==> config.mk <==
export PLATFORM = sky130hd
export DESIGN_NAME = random_number_generator
export DESIGN_NICKNAME = d
export VERILOG_FILES = /design/src/random_number_generator.v
export VERILOG_INCLUDE_DIRS = /design/src
export SDC_FILE = /design/constraint.sdc
export NUM_CORES = 1
export LEC_CHECK = 0
export ABC_AREA = 1
export BUFFER_PORTS_ARGS = -buffer_cell sky130_fd_sc_hd__buf_4
export CORE_ASPECT_RATIO = 1.25
export CORE_UTILIZATION = 41
export DETAILED_ROUTE_END_ITERATION = 8
export PLACE_DENSITY = 0.72
export SLEW_MARGIN = 20
export SYNTH_ARGS = -nofsm -noshare
export SYNTH_HDL_FRONTEND = slang
export SYNTH_SLANG_ARGS = --single-unit
==> constraint.sdc <==
create_clock -name i_sys_clk -period 1.7 [get_ports i_sys_clk]
set_input_delay 0.085 -clock i_sys_clk [delete_from_list [all_inputs] [get_ports i_sys_clk]]
set_output_delay 0.085 -clock i_sys_clk [all_outputs]
set_load 0.1 [all_outputs]
==> src/rng_defines.vh <==
/*
 Register map, field positions, reset values and timing for the random
 number generator. Assumes a 32-bit classic Wishbone register bus.
*/
`ifndef RNG_DEFINES_VH
`define RNG_DEFINES_VH

// ==========================================================
// Register byte offsets
`define RNG_CTRL_ADDR 8'h00
`define RNG_DATA_ADDR 8'h04
`define RNG_STAT_ADDR 8'h08
`define RNG_IRQ_STAT_ADDR 8'h0C
`define RNG_IRQ_MASK_ADDR 8'h10

// ==========================================================
// Control fields (write)
`define RNG_CTRL_START_BIT 0
`define RNG_CTRL_STOP_BIT 1
`define RNG_CTRL_MODE_BIT 2
`define RNG_CTRL_IRQEN_BIT 3

// Status fields (read)
`define RNG_STAT_AVAIL_BIT 0
`define RNG_STAT_RUN_BIT 1
`define RNG_STAT_MODE_BIT 2
`define RNG_STAT_IRQEN_BIT 3

// Mode encodings
`define RNG_ONE_VALUE_MODE 1'b0
`define RNG_FREE_RUNNING_MODE 1'b1

// ==========================================================
// Timing and reset values
`define RNG_PERIOD_US 256
`define RNG_SLOW_CLK_HZ 32768
`define RNG_MASK_RESET 32'h0000_0000
`define RNG_SEED_RESET 16'hACE1

`endif

==> src/random_number_generator.v <==
/*
 Random number generator with a classic Wishbone register slave.
 Assumes one 100 MHz clock, synchronous active-low reset, and a
 32 kHz clock tick that arrives already synchronous to i_sys_clk.
*/
// Implementation choices: the register offsets and the Wishbone slave port.
// Contract
// - Random values are sixteen bits wide.
// - One-value mode makes one value, then stops.
// - Free-running mode makes a value every 256 us; the code rounds down to 8 slow ticks, about 244 us.
// - Enabled interrupt fires on each new value.
// - Readable flag shows a new value exists.
// - Stop command halts free-running generation.
// - Result read returns latest value.
// - Mode and irq enable taken at start.
// - Generator paced by the 32 kHz domain.
// - Interrupt feeds system controller, not dedicated line.
`timescale 1ns/1ps
`default_nettype none
`include "rng_defines.vh"

module random_number_generator #(
   parameter integer PERIOD_US = `RNG_PERIOD_US,
   parameter integer SLOW_HZ = `RNG_SLOW_CLK_HZ
) (
   // Clock and reset
   input wire i_sys_clk,
   input wire i_rst_n,
   // 32 kHz tick, one cycle per slow clock edge
   input wire i_slow_tick,
   // Wishbone slave
   input wire i_wb_cyc,
   input wire i_wb_stb,
   input wire i_wb_we,
   input wire [7:0] i_wb_adr,
   input wire [3:0] i_wb_sel,
   input wire [31:0] i_wb_dat,
   output reg [31:0] o_wb_dat,
   output reg o_wb_ack,
   // Interrupt source towards the system controller
   output wire o_irq
);

   // ==========================================================
   // Timing

   // 256 us at 32768 Hz truncates to 8 slow ticks per value
   localparam integer TICKS_RAW = (PERIOD_US * SLOW_HZ) / 1000000;
   // A period shorter than one tick still needs one tick
   localparam integer TICKS = (TICKS_RAW < 1) ? 1 : TICKS_RAW;
   localparam integer TICKS_M1 = TICKS - 1;
   localparam [15:0] TICK_LAST = TICKS_M1[15:0];

   // ==========================================================
   // Generator states

   localparam [1:0] ST_IDLE = 2'h0;
   localparam [1:0] ST_ONE = 2'h1;
   localparam [1:0] ST_FREE = 2'h2;

   // ==========================================================
   // Register decode, one select bit per mapped word

   localparam integer SEL_CTRL = 0;
   localparam integer SEL_DATA = 1;
   localparam integer SEL_STAT = 2;
   localparam integer SEL_IRQ_STAT = 3;
   localparam integer SEL_IRQ_MASK = 4;

   function [4:0] reg_decode(input [7:0] adr);
      case (adr)
         `RNG_CTRL_ADDR: reg_decode = 5'h01;
         `RNG_DATA_ADDR: reg_decode = 5'h02;
         `RNG_STAT_ADDR: reg_decode = 5'h04;
         `RNG_IRQ_STAT_ADDR: reg_decode = 5'h08;
         `RNG_IRQ_MASK_ADDR: reg_decode = 5'h10;
         default: reg_decode = 5'h00;
      endcase
   endfunction

   // ==========================================================
   // State

   reg [1:0] state_q;
   reg [1:0] state_d;
   reg generation_mode_select_q;
   reg generation_mode_select_d;
   reg new_value_irq_enable_q;
   reg new_value_irq_enable_d;
   reg [15:0] tick_cnt_q;
   reg [15:0] tick_cnt_d;
   reg [15:0] lfsr_q;
   wire [15:0] lfsr_d;
   reg [15:0] result_q;
   reg [15:0] result_d;
   reg avail_q;
   reg avail_d;
   reg irq_stat_q;
   reg irq_stat_d;
   reg irq_mask_q;
   reg irq_mask_d;
   reg [31:0] stat_word;
   reg [31:0] rdata_d;

   // ==========================================================
   // Bus decode

   wire [4:0] adr_hit = reg_decode(i_wb_adr);
   // Request still waiting for its answer
   wire wb_req = i_wb_cyc & i_wb_stb & ~o_wb_ack;
   // Writes and read side effects land on the edge that sees ack
   wire wb_done = i_wb_cyc & i_wb_stb & o_wb_ack;
   wire wr = wb_done & i_wb_we & i_wb_sel[0];
   wire rd = wb_req & ~i_wb_we;
   wire start_cmd = wr & adr_hit[SEL_CTRL] & i_wb_dat[`RNG_CTRL_START_BIT];
   wire stop_cmd = wr & adr_hit[SEL_CTRL] & i_wb_dat[`RNG_CTRL_STOP_BIT];
   wire data_read = wb_done & ~i_wb_we & adr_hit[SEL_DATA];
   wire irq_clear = wr & adr_hit[SEL_IRQ_STAT] & i_wb_dat[0];
   wire mask_write = wr & adr_hit[SEL_IRQ_MASK];
   wire start_free = (i_wb_dat[`RNG_CTRL_MODE_BIT] == `RNG_FREE_RUNNING_MODE);

   // ==========================================================
   // Pacing

   wire running = (state_q != ST_IDLE);
   wire value_done = running & i_slow_tick & (tick_cnt_q == TICK_LAST);
   // A value completing on a restart edge is dropped
   wire value_kept = value_done & ~start_cmd;

   always @* begin
      tick_cnt_d = tick_cnt_q;
      if (start_cmd) begin
         tick_cnt_d = 16'h0000;
      end else if (running && i_slow_tick) begin
         if (value_done)
            tick_cnt_d = 16'h0000;
         else
            tick_cnt_d = tick_cnt_q + 16'h0001;
      end
   end

   always @(posedge i_sys_clk) begin
      if (!i_rst_n)
         tick_cnt_q <= 16'h0000;
      else
         tick_cnt_q <= tick_cnt_d;
   end

   // ==========================================================
   // Run control

   always @* begin
      state_d = state_q;
      generation_mode_select_d = generation_mode_select_q;
      new_value_irq_enable_d = new_value_irq_enable_q;
      if (start_cmd) begin
         // Start wins over a stop written in the same word
         generation_mode_select_d = i_wb_dat[`RNG_CTRL_MODE_BIT];
         new_value_irq_enable_d = i_wb_dat[`RNG_CTRL_IRQEN_BIT];
         if (start_free)
            state_d = ST_FREE;
         else
            state_d = ST_ONE;
      end else begin
         case (state_q)
            ST_IDLE: begin
               state_d = ST_IDLE;
            end
            ST_ONE: begin
               if (stop_cmd)
                  state_d = ST_IDLE;
               else if (value_done)
                  state_d = ST_IDLE;
            end
            ST_FREE: begin
               if (stop_cmd)
                  state_d = ST_IDLE;
            end
            default: begin
               state_d = ST_IDLE;
            end
         endcase
      end
   end

   always @(posedge i_sys_clk) begin
      if (!i_rst_n) begin
         state_q <= ST_IDLE;
         generation_mode_select_q <= `RNG_ONE_VALUE_MODE;
         new_value_irq_enable_q <= 1'b0;
      end else begin
         state_q <= state_d;
         generation_mode_select_q <= generation_mode_select_d;
         new_value_irq_enable_q <= new_value_irq_enable_d;
      end
   end

   // ==========================================================
   // Value source

   // LFSR steps every fast cycle; slow-tick sampling adds jitter
   wire lfsr_fb = lfsr_q[15] ^ lfsr_q[13] ^ lfsr_q[12] ^ lfsr_q[10];
   genvar g;

   assign lfsr_d[0] = lfsr_fb;
   generate
      for (g = 1; g < 16; g = g + 1) begin : gen_shift
         assign lfsr_d[g] = lfsr_q[g - 1];
      end
   endgenerate

   always @(posedge i_sys_clk) begin
      if (!i_rst_n)
         lfsr_q <= `RNG_SEED_RESET;
      else
         lfsr_q <= lfsr_d;
   end

   // ==========================================================
   // Result and availability

   always @* begin
      result_d = result_q;
      avail_d = avail_q;
      if (start_cmd) begin
         avail_d = 1'b0;
      end else if (value_kept) begin
         // A new value beats a read clearing the flag
         result_d = lfsr_q;
         avail_d = 1'b1;
      end else if (data_read) begin
         avail_d = 1'b0;
      end
   end

   always @(posedge i_sys_clk) begin
      if (!i_rst_n) begin
         result_q <= 16'h0000;
         avail_q <= 1'b0;
      end else begin
         result_q <= result_d;
         avail_q <= avail_d;
      end
   end

   // ==========================================================
   // Interrupt status, write one to clear, set wins

   always @* begin
      irq_stat_d = irq_stat_q;
      irq_mask_d = irq_mask_q;
      if (value_kept && new_value_irq_enable_q)
         irq_stat_d = 1'b1;
      else if (irq_clear)
         irq_stat_d = 1'b0;
      if (mask_write)
         irq_mask_d = i_wb_dat[0];
   end

   always @(posedge i_sys_clk) begin
      if (!i_rst_n) begin
         irq_stat_q <= 1'b0;
         irq_mask_q <= 1'b0;
      end else begin
         irq_stat_q <= irq_stat_d;
         irq_mask_q <= irq_mask_d;
      end
   end

   // Level source for the system controller's interrupt collector
   assign o_irq = irq_stat_q & irq_mask_q;

   // ==========================================================
   // Bus answer, one wait state, unmapped reads return zero

   always @* begin
      stat_word = 32'h0000_0000;
      stat_word[`RNG_STAT_AVAIL_BIT] = avail_q;
      stat_word[`RNG_STAT_RUN_BIT] = running;
      stat_word[`RNG_STAT_MODE_BIT] = generation_mode_select_q;
      stat_word[`RNG_STAT_IRQEN_BIT] = new_value_irq_enable_q;
   end

   always @* begin
      rdata_d = 32'h0000_0000;
      if (rd) begin
         if (adr_hit[SEL_DATA])
            rdata_d = {16'h0000, result_q};
         else if (adr_hit[SEL_STAT])
            rdata_d = stat_word;
         else if (adr_hit[SEL_IRQ_STAT])
            rdata_d = {31'h0000_0000, irq_stat_q};
         else if (adr_hit[SEL_IRQ_MASK])
            rdata_d = {31'h0000_0000, irq_mask_q};
      end
   end

   always @(posedge i_sys_clk) begin
      if (!i_rst_n) begin
         o_wb_ack <= 1'b0;
         o_wb_dat <= 32'h0000_0000;
      end else begin
         // Ack lasts one cycle because wb_req excludes it
         o_wb_ack <= wb_req;
         o_wb_dat <= rdata_d;
      end
   end

endmodule
`default_nettype wire

==> results.toml, run 1 <==
[critical_path]
critical_path_required_ns = 1.98
path_max_fanout = 16
regToRegSetupSlack_ns = 0.16
r2r_cells = 9
end_kind = "flip-flop"
worstSetupPathType = "reg2reg"
arrival_ns = 1.83
startpoint_type = "flip-flop"

[global_routing]
grt_max_degree = 33
grt_use_total_pct = 16.3
antenna_found_initial = 0
overflow = 0
first_global_vias = 2497
grt_pass1_wl_um = 10600

[timing]
rsz0062_at_grt = "false"
holdWs_ns = 0.0196
hold_viol = 0
post-route-period-util_pct = 90.7
setup_viol = 0
fin_worst_skew_ns = 0.00657
setup-tns-final_ns = 0
fmax_ghz = 0.648
final.min_clock_period_ns = 1.54
slew_viol_final = 0

[power]
leakage_nw = 1.70
vdd_drop_max_mv = 0.468
p_per_area_nw_per_um2 = 832

[layout]
nFillCells = 805
utilization_pct = 49.4
nNetsFinal = 564
insertedDiodeCount = 0
area_growth_pct = 15.7
drive_above_1_share_pct = 19.7
multi_input_area_um2 = 1480
seqCellArea_um2 = 1450

[floorplan]
io_pins = 84
die-area_um2 = 8530
die_x_um = 82.8
start_util_pct = 42.7
core_um2 = 7840
die_h_um = 103
row_count = 36

[clock_network]
clk_latency_ns = 0.35
cts_tree = "done"
cts_buffer_depth = 2
cts-buffers-inserted = 9
cts_root_buffer = "clkbuf_8"
clock-sinks = 72
clkSlewWorstSetupHoldPaths_ns = 0.07
htreeDepth = 3

[logic_synthesis]
yosysSeqAreaShare_pct = 43.1
syn_inst = 468
ys_ff_latch = 72
ys_types = 32
synth_warnings = 0
avgSynthCellArea_um2 = 7.15
syn_area_um2 = 3350

[route]
first_pass_iters = 4
routed_wl_um = 6250
post_drt_wl_per_cell_um = 10.2
route.detailed.drc = 0
drtIter0Drc = 70
dr_total_vias = 2799
ant_nets = 0
avgViaCountPerCell = 4.57

[outcome]
status = "complete, no violations"

[place]
dp_hpwl_um = 4650
place_congestion = 0.888
port_buffers = 36

[run]
cap_violations = 0

[min_path]
worstHoldPathCells = 3
hp-class = "in2reg"
==> where the power goes <==
part	internal (W)	switching (W)	total (W)
sequential	0.00171	0.0000127	0.00172
clock	0.000573	0.000629	0.00120
combinational	0.0000614	0.000232	0.000293
total	0.00235	0.000873	0.00322
==> path summary, 6_finish.rpt <==
kind,start,to
max,tick_cnt_q[1],result_q[3]
min,i_rst_n,state_q[0]
max reg2reg,tick_cnt_q[1],result_q[3]
min reg2reg,lfsr_q[4],lfsr_q[5]
==> cell type report <==
cell class,instances,share of cell area (%)
clock inverter,4,0.776
sequential,72,37.4
timing repair buffer,49,10.1
inverter,69,6.72
tap,95,3.07
multi-input combinational,312,38.2
clock buffer,12,3.75
==> stage by stage <==
stage	power [W]	cells	instance area, µm²	setup WS, ns
3_3_place_gp	0.00205	593	3650	0.175
3_5_place_dp	0.00205	593	3650	0.142
6_report	0.00322	613	3870	0.158
2_1_floorplan	0.00203	483	3410	0.133
5_1_grt	0.00334	613	3870	0.0270
4_1_cts	0.00325	613	3870	0.117
==> placed cells by master, fill, tap and decap left out <==
cell            n
dfxtp_4         1
nor2_1         71
inv_1          63
nor3_1          6
nor2_4          3
o21ai_0         9
inv_2           5
or2_2           1
xnor2_1         1
o31ai_1         1
nor2_8          2
nand2_4         1
ha_1            1
buf_4          44
buf_12          1
a21oi_1        16
nor2_2         24
o22ai_1         1
dlygate4sd3_1   4
nand3_4         1
clkbuf_8       10
nand3_1        50
nand2_2         2
xor2_1          4
nand2_1        93
clkinvlp_4      1
dfxtp_1        70
clkinv_2        2
o21ai_1         3
nor3_2          1
clkbuf_1        2
clkinv_4        2
conb_1         16
nand4_1         5
dfxtp_2         1
==> synthesized netlist by cell type <==
cell type | number | area [µm²]
or2_2 | 1 | 6.26
nand2_1 | 93 | 349
buf_4 | 17 | 128
nor2_2 | 24 | 150
nand2_2 | 2 | 12.5
o22ai_1 | 1 | 6.26
inv_1 | 63 | 236
ha_1 | 1 | 12.5
clkbuf_1 | 1 | 3.75
xor2_1 | 4 | 35.0
o31ai_1 | 1 | 7.51
nor3_1 | 6 | 30.0
nor3_2 | 1 | 10.0
buf_6 | 3 | 33.8
nor2_4 | 3 | 33.8
nand3_1 | 50 | 250
nand4_1 | 5 | 31.3
clkinv_2 | 1 | 5.00
inv_2 | 5 | 18.8
nand3_4 | 1 | 17.5
xnor2_1 | 1 | 8.76
nor2_8 | 2 | 40.0
o21ai_0 | 9 | 45.0
nand2_4 | 1 | 11.3
buf_1 | 3 | 11.3
dfxtp_1 | 72 | 1440
buf_2 | 5 | 25.0
o21ai_1 | 3 | 15.0
buf_12 | 1 | 20.0
conb_1 | 1 | 3.75
nor2_1 | 71 | 267
a21oi_1 | 16 | 80.1
==> layer usage <==
| layer | wire length [µm] | part of all wire [%] | track usage (%) |
|---|---|---|---|
| met3 | 224 | 3.6 | 5.66 |
| met1 | 2890 | 46 | 19.3 |
| met4 | 94 | 1.5 | 5.70 |
| met5 | 0 | 0 | 0 |
| met2 | 3040 | 49 | 27.2 |
==> kinds of logic after synthesis <==
kind of cell	Yosys count	synth area share [%]
flip-flops	72	43.1
AND/OR/NAND/NOR	260	36.1
buffers and inverters	99	14.4
AO/OA/AOI/OAI	30	4.60
adder cells (fa/ha/maj)	1	0.374
XOR/XNOR	5	1.31
other	1	0.112
==> critical path: stages (launching register included) <==
cell and delay (ns):
dfxtp_1 0.36, ha_1 0.19, nand2_2 0.07, clkinv_2 0.08
nand2_4 0.06, nor2_8 0.11, nand3_4 0.11, nor2_8 0.31
nor2_1 0.08, nor2_1 0.11
==> sequential cells by signal (all words and copies together) (netlist names) <==
| name | flops |
|---|---|
| o_wb_ack | 1 |
| result_q | 16 |
| lfsr_q | 16 |
| irq_stat_q | 1 |
| avail_q | 1 |
| irq_mask_q | 1 |
| o_wb_dat | 16 |
| new_value_irq_enable_q | 1 |
| generation_mode_select_q | 1 |
| state_q | 2 |
| tick_cnt_q | 16 |
==> what timing repair did <==
action                                 in CTS  in global routing
endpoints found under the hold margin       3                  0
setup endpoints to repair                   0                  1
hold buffers                                4                  0
setup buffers                               0                  0
gates resized for setup                     0                  1
Note: power is estimated with default switching activity, not from simulation.
==> run 2, diff against run 1 <==
==> constraint.sdc (replaced) <==
create_clock -name i_sys_clk -period 1.7 [get_ports i_sys_clk]
set_input_delay 0.34 -clock i_sys_clk [delete_from_list [all_inputs] [get_ports i_sys_clk]]
set_output_delay 0.34 -clock i_sys_clk [all_outputs]
set_load 0.1 [all_outputs]
==> results.toml, run 2 (same netlist as run 1, synthesis figures left out) <==
[outcome]
status = "complete, no violations"

[clock_network]
postCtsResizedCells = 0
clkSlewWorstSetupHoldPaths_ns = 0.08
cts_root_buffer = "clkbuf_8"
cts_hold_buf = 0
cts_setup_buffers = 0
cts_buffer_depth = 2
clock-sinks = 72
cts-buffers-inserted = 9
cts_tree = "done"
clk_latency_ns = 0.35
htreeDepth = 3

[place]
dp_hpwl_um = 4800
place_congestion = 0.865
preCtsSetupSlack_ns = 0.0876
port_buffers = 36
dpl_cell_area_um2 = 3670

[floorplan]
die_h_um = 103
io_pins = 84
die-area_um2 = 8530
core_um2 = 7840
die_x_um = 82.8
row_count = 36
start_util_pct = 42.7

[route]
routed_wl_um = 6430
post_drt_wl_per_cell_um = 10.6
route.detailed.drc = 0
ant_nets = 0
drtIter0Drc = 108
first_pass_iters = 4
dr_total_vias = 2822
avgViaCountPerCell = 4.63

[layout]
utilization_pct = 49.0
area_growth_pct = 14.9
insertedDiodeCount = 0
drive_above_1_share_pct = 19.8
final_common_cell = "nand2_1"
stdcell_area_um2 = 3840
layout_common_cells = "nand2_1, nor2_1, dfxtp_1"
nNetsFinal = 562

[power]
p_int_w = 0.00243
leakage_nw = 1.69
pwr-share-comb_pct = 8.8
p_per_area_nw_per_um2 = 851
vdd_drop_max_mv = 0.508
power_switching_w = 0.000845
power_frac_clock_pct = 38.4
p_seq_share_pct = 52.7
switching_share_pct = 25.8

[timing]
setup-tns-final_ns = 0
fin_worst_skew_ns = 0.0102
setup_viol = 0
post-route-period-util_pct = 92.5
setup_slack_ns = 0.128
holdWs_ns = 0.246
fmax_ghz = 0.636
final.min_clock_period_ns = 1.57
slew_viol_final = 0
rsz0062_at_grt = "false"
hold_viol = 0

[critical_path]
critPathTopFamily = "simple AND/OR/NAND/NOR gates"
startpoint_type = "flip-flop"
worst-path-buf-inv = 1
crit_path_cell_trace = "ha_1 > nand2_2 > clkinv_2 > nand2_4 > nor2_8 > nand3_4 > nor2_8 > nor2_1 > nor2_1"
path_max_fanout = 16
worstSetupPathType = "reg2reg"
arrival_ns = 1.85
cp_slowest_stage_delay_ns = 0.38
critical_path_required_ns = 1.98
end_kind = "flip-flop"
slowest_stage = "dfxtp_1"

[global_routing]
grt_pass1_wl_um = 11200
grt_use_total_pct = 17.3
overflow = 0
first_global_vias = 2665
antenna_found_initial = 0
grt_max_degree = 38

[min_path]
hp-class = "in2reg"

[run]
cap_violations = 0
-- run 2: final timing paths --
check	startpoint	end	slack [ns]	cells past startpoint
worst min register to register	lfsr_q[4]	lfsr_q[5]	0.42	2
worst max-delay path	tick_cnt_q[0]	result_q[2]	0.13	9
worst max register to register	tick_cnt_q[0]	result_q[2]	0.13	9
worst min-delay path	i_wb_dat[2]	state_q[0]	0.25	4
-- run 2: metrics by stage --
step	total power (W)	instances
after global routing	0.00340	609
after floorplan	0.00203	483
after detailed placement	0.00205	595
final	0.00327	609
after global placement	0.00205	595
after CTS	0.00331	609
-- run 2: power by group through the flow --
stage	Combinational (W)	Sequential, W	Clock, W
after floorplan	0.000257	0.00177	0
after global placement	0.000287	0.00176	0
after detailed placement	0.000289	0.00176	0
after CTS	0.000290	0.00173	0.00130
after global routing	0.000311	0.00173	0.00137
final	0.000289	0.00173	0.00126
-- run 2: final cells by class --
class                   count  area, µm²
clock buffers              10        128
clock inverters             4       47.5
fillers                   792       3990
inverters                  69        260
multi-input cells         312       1480
flip-flops and latches     72       1450
well taps                  95        119
repair buffers             47        365
-- run 2: worst reg2reg max path: stages (launching register included) --
cell and delay (ns):
dfxtp_1 0.38, ha_1 0.20, nand2_2 0.07, clkinv_2 0.08, nand2_4 0.06, nor2_8 0.11
nand3_4 0.11, nor2_8 0.30, nor2_1 0.09, nor2_1 0.11
-- run 2: per-layer routing --
layer / vias up / global-route usage, % / routed length, µm / share of wire (%)
met4: 0 / 9.28 / 169 / 2.6
li1: 1488 / - / - / -
met2: 51 / 29.9 / 3200 / 50
met5: - / 0 / 0 / 0
met1: 1271 / 19.7 / 2880 / 45
met3: 12 / 3.45 / 189 / 2.9
